===== config.mk =====
export PLATFORM = sky130hd
export DESIGN_NAME = fsrs_sequencer
export DESIGN_NICKNAME = d
export VERILOG_FILES = /design/src/core/fsrs_sequencer.v
export VERILOG_INCLUDE_DIRS = /design/src /design/src/core
export SDC_FILE = /design/constraint.sdc
export NUM_CORES = 1
export LEC_CHECK = 0
export ABC_CLOCK_PERIOD_IN_PS = 7500
export BUFFER_PORTS_ARGS = -buffer_cell sky130_fd_sc_hd__buf_2
export CAP_MARGIN = 30
export CORE_MARGIN = 1
export CORE_UTILIZATION = 40
export CTS_BUF_LIST = sky130_fd_sc_hd__clkbuf_16
export CTS_CLUSTER_DIAMETER = 100
export DETAILED_ROUTE_END_ITERATION = 10
export GPL_ROUTABILITY_DRIVEN = 0
export GPL_TIMING_DRIVEN = 0
export PLACE_DENSITY = 0.57
export REMOVE_ABC_BUFFERS = 1
export SLEW_MARGIN = 20
export SYNTH_ARGS = -nofsm -noshare
export SYNTH_HDL_FRONTEND = slang
export SYNTH_SLANG_ARGS = --single-unit

===== constraint.sdc =====
create_clock -name clk_sys -period 7.5 [get_ports clk_sys]
set_input_delay 1.875 -clock clk_sys [delete_from_list [all_inputs] [get_ports clk_sys]]
set_output_delay 1.875 -clock clk_sys [all_outputs]
set_load 0.02 [all_outputs]

===== src/core/fsrs_map.vh =====
// constants for the suspend, reset and parameter table sequencer
`ifndef FSRS_MAP_VH
`define FSRS_MAP_VH
// opcodes
`define FSRS_OP_RESUME   8'h30
`define FSRS_OP_RSTARM   8'h66
`define FSRS_OP_RESET    8'h99
`define FSRS_OP_NOP      8'h00
`define FSRS_OP_TABLE    8'h5A
`define FSRS_OP_SUSP     8'hB0
`define FSRS_OP_WLSET    8'h06
`define FSRS_OP_PEXIT    8'hFF
// status bit positions
`define FSRS_SEC_PSUSP   2
`define FSRS_SEC_ESUSP   3
// frame byte counts
`define FSRS_ADDR_BYTES  3'h3
`define FSRS_DUMMY_END   3'h4
// timing: clock rate and times
`define FSRS_CLK_MHZ     20
`define FSRS_SUSP_US     20
`define FSRS_SUSP_CYC    (`FSRS_SUSP_US * `FSRS_CLK_MHZ)
`define FSRS_RESUME_US   1000
`define FSRS_RESUME_CYC  (`FSRS_RESUME_US * `FSRS_CLK_MHZ)
`define FSRS_RECOV_CYC   8'h10
// table bytes
`define FSRS_TBL_LAST    5'h17
`define FSRS_PAD         8'hFF
`endif


===== src/core/fsrs_sequencer.v =====
// suspend/resume, software reset and parameter header sequencer of a serial flash
`include "fsrs_map.vh"
`timescale 1ns/1ns
`default_nettype none
module fsrs_sequencer #(
  parameter [7:0]  MAKER_ID   = 8'h5E,       // arbitrary maker code
  parameter [31:0] RESUME_CYC = `FSRS_RESUME_CYC
) (
  // system
  input  wire        clk_sys,
  input  wire        rst,
  // serial link
  input  wire        linkClk,
  input  wire        csN,
  input  wire [3:0]  ioIn,
  output reg  [3:0]  ioOut,
  output reg  [3:0]  ioOe,
  // mode and array operation
  input  wire        quadMode,
  input  wire        perfReadMode,
  input  wire        opStart,
  input  wire        opIsErase,
  input  wire        opIsSector,
  input  wire        opDone,
  input  wire        writeLatchSetIn,
  // status and array control
  output reg         busy,
  output reg  [7:0]  securityStatus,
  output reg         write_enable_latch,
  output reg         opHold,
  output reg         opAbort,
  output reg         regionUndefined,
  output reg         resetPulse
);
  // synchronisers for pins
  reg [1:0] sClk_reg, sCs_reg;
  reg [3:0] sIo1_reg, sIo2_reg;
  reg       clkPrev_reg;
  always @(posedge clk_sys) begin
    sClk_reg    <= {sClk_reg[0], linkClk};
    sCs_reg     <= {sCs_reg[0], csN};
    sIo1_reg    <= ioIn;
    sIo2_reg    <= sIo1_reg;
    clkPrev_reg <= sClk_reg[1];
  end
  wire rise   = sClk_reg[1] & ~clkPrev_reg;
  wire fall   = ~sClk_reg[1] & clkPrev_reg;
  wire csHigh = sCs_reg[1];

  // parameter header lookup
  function [7:0] tblByte;
    input [4:0] a;
    input [7:0] maker;
    begin
      case (a)
        5'h00: tblByte = 8'h53;
        5'h01: tblByte = 8'h46;
        5'h02: tblByte = 8'h44;
        5'h03: tblByte = 8'h50;
        5'h04: tblByte = 8'h00;
        5'h05: tblByte = 8'h01;
        5'h06: tblByte = 8'h01;
        5'h08: tblByte = 8'h00;
        5'h09: tblByte = 8'h00;
        5'h0A: tblByte = 8'h01;
        5'h0B: tblByte = 8'h09;
        5'h0C: tblByte = 8'h30;
        5'h0D: tblByte = 8'h00;
        5'h0E: tblByte = 8'h00;
        5'h10: tblByte = maker;
        5'h11: tblByte = 8'h00;
        5'h12: tblByte = 8'h01;
        5'h13: tblByte = 8'h04;
        5'h14: tblByte = 8'h60;
        5'h15: tblByte = 8'h00;
        5'h16: tblByte = 8'h00;
        default: tblByte = `FSRS_PAD;
      endcase
    end
  endfunction

  // opcode filter while suspended
  function allowed;
    input [7:0] op;
    begin
      case (op)
        8'h03, 8'h0B, 8'h3B, 8'h6B, 8'hBB, 8'hEB, 8'h5A, 8'hC0, 8'h06, 8'h04, 8'h2B,
        8'h9F, 8'hAF, 8'h05, 8'hAB, 8'h90, 8'hB1, 8'hC1, 8'hB0, 8'h30, 8'h66, 8'h99,
        8'h00, 8'h35, 8'hF5, 8'h15, 8'h2D, 8'h27, 8'hA7, 8'hE2, 8'hE0, 8'h16: allowed = 1'b1;
        default: allowed = 1'b0;
      endcase
    end
  endfunction

  // frame shifter: bits per link clock depend on mode
  reg [7:0]  shift_reg;
  reg [2:0]  bitCnt_reg;
  reg [2:0]  byteCnt_reg;
  reg        inFrame_reg;
  reg [7:0]  opcode_reg;
  reg        opValid_reg;
  reg        isTable_reg;
  reg [23:0] addr_reg;
  reg [7:0]  outByte_reg;
  reg        byteDone;
  reg [7:0]  shiftNext;
  always @* begin
    byteDone  = 1'b0;
    shiftNext = shift_reg;
    if (rise) begin
      if (quadMode) begin
        shiftNext = {shift_reg[3:0], sIo2_reg};
        byteDone  = bitCnt_reg == 3'h1;
      end else begin
        shiftNext = {shift_reg[6:0], sIo2_reg[0]}; // upper lines ignored
        byteDone  = bitCnt_reg == 3'h7;
      end
    end
  end

  wire wholeByte = inFrame_reg & byteDone;
  wire opByte    = wholeByte & (byteCnt_reg == 3'h0);
  // opcode known at frame end, committed only on a byte boundary
  wire frameEnd  = csHigh & inFrame_reg & opValid_reg & (bitCnt_reg == 3'h0);

  always @(posedge clk_sys) begin
    if (rst | csHigh) begin
      shift_reg   <= 8'h00;
      bitCnt_reg  <= 3'h0;
      byteCnt_reg <= 3'h0;
      isTable_reg <= 1'b0;
      ioOe        <= 4'h0;
      ioOut       <= 4'h0;
      inFrame_reg <= ~rst & ~csHigh;
      if (rst)
        opValid_reg <= 1'b0;
      else if (frameEnd | ~inFrame_reg)
        opValid_reg <= 1'b0;
      if (rst) begin
        opcode_reg <= 8'h00;
        addr_reg   <= 24'h000000;
        outByte_reg <= 8'h00;
      end
    end else begin
      inFrame_reg <= 1'b1;
      shift_reg   <= shiftNext;
      if (rise)
        bitCnt_reg <= quadMode ? (bitCnt_reg == 3'h1 ? 3'h0 : 3'h1) : bitCnt_reg + 3'h1;
      if (wholeByte) begin
        if (byteCnt_reg != `FSRS_DUMMY_END)
          byteCnt_reg <= byteCnt_reg + 3'h1;
        if (opByte) begin
          opcode_reg  <= shiftNext;
          opValid_reg <= 1'b1;
          isTable_reg <= shiftNext == `FSRS_OP_TABLE;
        end else if (isTable_reg & (byteCnt_reg <= `FSRS_ADDR_BYTES)) begin
          addr_reg <= {addr_reg[15:0], shiftNext};
        end else if (isTable_reg) begin
          // dummy byte or data: load next output byte
          // beyond the header window every byte reads as pad, not a wrapped copy
          outByte_reg <= (addr_reg[23:5] == 19'h0) ? tblByte(addr_reg[4:0], MAKER_ID) : `FSRS_PAD;
          addr_reg    <= (addr_reg[23:5] == 19'h0) ? addr_reg + 24'h1 : addr_reg;
        end
      end
      // drive data out on falling edges from the dummy byte onward
      if (isTable_reg & (byteCnt_reg == `FSRS_DUMMY_END) & fall) begin
        if (quadMode) begin
          ioOe  <= 4'hF;
          ioOut <= bitCnt_reg == 3'h0 ? outByte_reg[7:4] : outByte_reg[3:0];
        end else begin
          ioOe  <= 4'h2;
          ioOut <= {2'b00, outByte_reg[3'h7 - bitCnt_reg], 1'b0};
        end
      end
    end
  end

  // operation state machine
  localparam [3:0] ST_IDLE = 4'b0001;
  localparam [3:0] ST_RUN  = 4'b0010;
  localparam [3:0] ST_WAIT = 4'b0100;
  localparam [3:0] ST_SUSP = 4'b1000;
  reg  [3:0]  state_reg;
  reg         isErase_reg, sectorEr_reg, armed_reg;
  reg  [31:0] runCnt_reg, resumeCnt_reg, recov_reg;
  wire        cmdNow  = frameEnd & (state_reg != ST_SUSP | allowed(opcode_reg));
  wire        eraseOk = ~sectorEr_reg | (runCnt_reg >= `FSRS_SUSP_CYC);
  always @(posedge clk_sys) begin
    opAbort    <= 1'b0;
    resetPulse <= 1'b0;
    if (rst) begin
      state_reg          <= ST_IDLE;
      isErase_reg        <= 1'b0;
      sectorEr_reg       <= 1'b0;
      armed_reg          <= 1'b0;
      runCnt_reg         <= 32'h0;
      resumeCnt_reg      <= 32'h0;
      recov_reg          <= 32'h0;
      securityStatus     <= 8'h00;
      write_enable_latch <= 1'b0;
      busy               <= 1'b0;
      opHold             <= 1'b0;
      regionUndefined    <= 1'b0;
    end else begin
      if (resumeCnt_reg != 32'h0)
        resumeCnt_reg <= resumeCnt_reg - 32'h1;
      if (recov_reg != 32'h0)
        recov_reg <= recov_reg - 32'h1;
      if (state_reg == ST_RUN || state_reg == ST_WAIT)
        runCnt_reg <= runCnt_reg + 32'h1;
      // reset arm bookkeeping: any other accepted command drops it
      if (cmdNow)
        armed_reg <= opcode_reg == `FSRS_OP_RSTARM;
      if (writeLatchSetIn | (cmdNow & opcode_reg == `FSRS_OP_WLSET))
        write_enable_latch <= 1'b1;
      // still busy while a suspend waits for its latency to run out
      busy <= (state_reg == ST_RUN) | (state_reg == ST_WAIT) | (recov_reg > 32'h1);
      case (state_reg)
        ST_IDLE: begin
          if (opStart) begin
            state_reg    <= ST_RUN;
            isErase_reg  <= opIsErase;
            sectorEr_reg <= opIsErase & opIsSector;
            runCnt_reg   <= 32'h0;
          end
        end
        ST_RUN: begin
          if (opDone)
            state_reg <= ST_IDLE;
          else if (cmdNow & opcode_reg == `FSRS_OP_SUSP)
            state_reg <= ST_WAIT;
        end
        ST_WAIT: begin
          // hold the array within the suspend latency
          if (eraseOk) begin
            state_reg          <= ST_SUSP;
            opHold             <= 1'b1;
            write_enable_latch <= 1'b0;
            regionUndefined    <= 1'b1;
            securityStatus[`FSRS_SEC_ESUSP] <= isErase_reg;
            securityStatus[`FSRS_SEC_PSUSP] <= ~isErase_reg;
          end
        end
        ST_SUSP: begin
          if (cmdNow & opcode_reg == `FSRS_OP_RESUME & ~perfReadMode) begin
            state_reg       <= ST_RUN;
            opHold          <= 1'b0;
            regionUndefined <= 1'b0;
            resumeCnt_reg   <= RESUME_CYC;
            securityStatus[`FSRS_SEC_ESUSP] <= 1'b0;
            securityStatus[`FSRS_SEC_PSUSP] <= 1'b0;
          end
        end
        default: state_reg <= ST_IDLE;
      endcase
      // software reset wins over everything else
      if (cmdNow & opcode_reg == `FSRS_OP_RESET & armed_reg) begin
        state_reg          <= ST_IDLE;
        opAbort            <= state_reg != ST_IDLE;
        resetPulse         <= 1'b1;
        armed_reg          <= 1'b0;
        securityStatus     <= 8'h00;
        write_enable_latch <= 1'b0;
        opHold             <= 1'b0;
        regionUndefined    <= 1'b0;
        busy               <= 1'b1;
        recov_reg          <= (state_reg != ST_IDLE) ? {24'h0, `FSRS_RECOV_CYC} << 2 : {24'h0, `FSRS_RECOV_CYC};
      end
    end
  end
endmodule // fsrs_sequencer
`default_nettype wire


* Word level (Yosys, flattened, before mapping)
Memory sizes are Yosys's and may differ from the RTL's. A register that Yosys moved wholly into a read port is not among the register bits.
Index checks and enable logic that the tools add are counted.
** Word-level totals
- Flip-flop bits (word level) :: 156
- Bits in read-only memories :: 256
- Input port bits :: 15
- Output and inout bits :: 22
- Word-level logic and storage cells :: 207
- Memories kept :: 1
** Memories
- (name not given) :: words 32, width 8, rd ports 1, clocked after memory_dff 1, write ports 0, line fsrs_sequencer.v:55 : case (a)
** Cells by class
- Add/subtract/negate cells :: 6
- Order comparisons :: 4
- Equality and inequality tests :: 50
- Muxes and demuxes :: 58
- Bitwise gates (word level) :: 35
- Reduce and logical (&&, ||, !) cells :: 25
** Operators by type and width (number)
- $mux W24 :: 7
- $mux W32 :: 5
- $eq A8 B8 Y1 const B :: 15
- $mux W8 :: 12
- $eq A8 B6 Y1 const B :: 6
- $add A32 B1 Y32 const B :: 1
- $eq A8 B7 Y1 const B :: 4
- $ge A32 B9 Y1 const B :: 1
- $gt A32 B1 Y1 const B :: 1
- $mux W4 :: 8
- $reduce_bool A32 Y1 :: 1
- $reduce_or A32 Y1 :: 1
- $sub A32 B1 Y32 const B :: 1
- $add A24 B1 Y24 const B :: 1
- $eq A8 B3 Y1 const B :: 3
- $and A1 B1 Y1 :: 19
- $logic_not A19 Y1 :: 1
- $mux W1 :: 17
- $eq A8 B5 Y1 const B :: 2
- $pmux W4 S4 :: 1
- $ne A2 B2 Y1 const B :: 5
- $reduce_and A5 Y1 :: 2
- $reduce_bool A2 Y1 :: 5
- $not A1 Y1 :: 9
- 33 further kinds :: 50

* Depth between registers and ports, before layout
- Depth in word-level cells :: 10
- Gate-level depth with buffers :: 15
- Mapped depth without buffers :: 14

* Worst setup path after synthesis
OpenSTA, ideal clock, no wires.
- Kind :: input to register
- Start :: input quadMode
- End :: register with a tool-made name
- Setup time :: 0.134 ns
- Data arrival time :: 4.478 ns
- Data required time :: 7.366 ns
- Path slack :: 2.888 ns
- Cell stages on the path :: 12
- Path buffers :: 2
- Cell sequence :: buf_2 > nand2b_1 > a211oi_1 > a21oi_1 > or2_1 > buf_4 > inv_6 > mux2i_1 > inv_1 > ha_1 > nor3_1 > or4_1
** RTL lines
- start, declared :: line fsrs_sequencer.v:19 : input wire quadMode,

==> impl_metrics.yaml <==
timing:
  final_max_slew_viol_count: 0
  period_share: 0.6693
  relSlewSlack: 0.5065
  skew_ns: 0.01048
  fin_crit_ns: 5.020
  rsz0062_at_grt: "false"
  fmaxAchievable_mhz: 199.2
  setup_tns_ns: 0
  hold_viol: 0
  setup_viol_count_final: 0
  worst_pin_slew_ns: 0.7403
cts:
  clock_latency_ns: 0.42
  clk_pin_slew_ns: 0.07
  cts_sinks: 162
  cts_tree: "done"
  root_buffer: "clkbuf_16"
  ctsLongestPathBuffers: 2
  postCtsResizedCells: 0
  cts_hold_buf: 0
  htree_levels: 4
  cts_made_buffers: 17
  post-cts-setup-buffers: 0
yosys:
  ys_types: 69
  yosys_warnings: 0
  syn_area_per_cell_um2: 9.044
  ys_ff_latch: 162
  async_reset_ff_frac: 0
  synth_top_area_cell: "dfxtp_1"
  syn_area_um2: 8167
  ys.flop_type: "dfxtp_1"
  synth_top_area_frac: 0.2966
  synth_edf_count: 41
  yosysMostFrequentCell: "nor2_1"
  synth_commonest_cells: "151 x nor2_1, 121 x dfxtp_1, 51 x nand2_1"
  synthTopCellsByArea: "dfxtp_1 30%, edfxtp_1 15%, nor2_1 6.9%"
  synthCells: 903
  seq_area_frac_synth: 0.4474
global_routing:
  grt_pass1_wl_mm: 27.97
  antenna_found_initial: 0
  grt_max_degree: 36
  grt_pass1_vias: 5773
  gr-total-overflow: 0
  track_usage: 0.1684
finish:
  fill_cells: 1873
  diodes: 0
  syn2layout_area_growth_pct: 10.54
  postLayoutCellArea_um2: 9027
  drive_gt1_frac: 0.09967
  nNetsFinal: 941
setup_path:
  arrival_ns: 5.32
  crit_type: "in -> reg"
  critical_path.cell_chain: "buf_2 -> or2_2 -> buf_12 -> a31o_2 -> o21ba_2 -> or2_1 -> inv_6 -> mux2i_1 -> inv_1 -> ha_1 -> nor3_1 -> or4_1"
  start_kind: "input port"
  max_stage_delay_ns: 0.53
  path_delay_family: "simple AND/OR/NAND/NOR gates"
  cp.buffers_inverters: 4
  required_ns: 7.80
  crit_path_max_fanout: 34
  end_kind: "flip-flop"
  crit_path_top_delay_cell: "or4_1"
floorplanning:
  die_area_um2: 20990
  die_w_um: 144.9
  initial_core_util: 0.4142
  rows: 51
  dieHeight_um: 144.9
  ios: 37
  core_um2: 19720
outcome:
  status: "completed"
route:
  drt_iter0_drc: 334
  drc_errors: 0
  via_count: 6164
  routed_wl_mm: 16.63
  drt-wirelength-per-cell_um: 14.00
  first_pass_iters: 4
  vias_per_cell: 5.189
  ant_nets: 0
job:
  drv_cap: 0
min_path:
  hp-class: "reg -> reg"
pwr:
  ir_drop_mv: 0.1841
  power_density_nw_per_um2: 268.0
  power.leakage_nw: 3.352
placed_design:
  port_buffers: 30
  post_dp_cell_area_um2: 8479
  place_hpwl_mm: 11.53
cell families (layout without fill, tap and decap cells):
group | after synthesis | count (layout) | synth area share
muxes | 27 | 27 | 0.03723
xor gates and xnor gates | 80 | 80 | 0.08580
buffers and inverters | 80 | 95 | 0.04290
adders and majority gates | 16 | 16 | 0.02451
and+or+nand+nor | 415 | 415 | 0.2611
DFF | 162 | 162 | 0.4474
AOI/OAI and AO/OA | 122 | 122 | 0.1007
other | 1 | 6 | 0.0004592
per-stage QoR:
stage                     total power [mW]  worst slack, ns  instances  utilization  hold slack, ns
after global placement               1.616            1.186       1154       0.4279          0.3108
after detailed placement             1.622            2.050       1156       0.4300          0.3121
after floorplan                      1.505            2.437        859            -          0.3096
after CTS                            2.447            2.491       1188       0.4578          0.3288
after global routing                 2.564            2.241       1188       0.4578          0.3381
final                                2.420            2.480       1188       0.4578          0.3257
layout make-up:
type / count / area (um2) / area share
clock buffers: 18 / 450.4 / 0.04990
clock inverters: 14 / 97.59 / 0.01081
inverters: 31 / 121.4 / 0.01344
multi-input cells: 666 / 4198 / 0.4650
flip-flops and latches: 162 / 3654 / 0.4047
well taps: 265 / 331.6 / 0.03673
repair buffers: 32 / 175.2 / 0.01940
cell usage in the layout, fill, tap and decap left out, types with 19 or more instances in the layout:
cell	netlist	final
buf_2	3	31
nor3_1	23	23
edfxtp_1	41	41
nor4_1	20	19
mux2i_1	20	20
nand2_1	51	51
nor2_1	151	151
xnor2_1	36	36
nand3_1	41	40
dfxtp_1	121	121
a211oi_1	19	19
xor2_1	44	44
inv_1	30	32
a21oi_1	32	32
and3_1	26	26
layer usage:
metal  share of wire  up-vias  wire length (um)  track usage
met5               0        -                 0            0
met4          0.0085        0               142      0.04211
met3           0.026       11               430      0.04146
met2            0.43       71              7228       0.2563
met1            0.53     2876              8833       0.2371
li1                -     3206                 -            -
where the power goes:
part	leakage (nW)	total, mW	internal, mW	switching (mW)
Combinational	1.67	0.551	0.236	0.315
Clock	0.279	0.817	0.447	0.370
Sequential	1.40	1.05	0.976	0.0756
Total	3.35	2.42	1.66	0.760
worst paths after layout:
check / start / to / slack (ns) / cells past startpoint
hold / removal: sIo1_reg[3] / sIo2_reg[3] / 0.33 / 0
setup / recovery: rst / flip-flop / 2.48 / 12
setup reg to reg: bitCnt_reg[1] / flip-flop / 3.71 / 12
hold reg to reg: sIo1_reg[3] / sIo2_reg[3] / 0.33 / 0
Power figures use the tool's default switching activity.
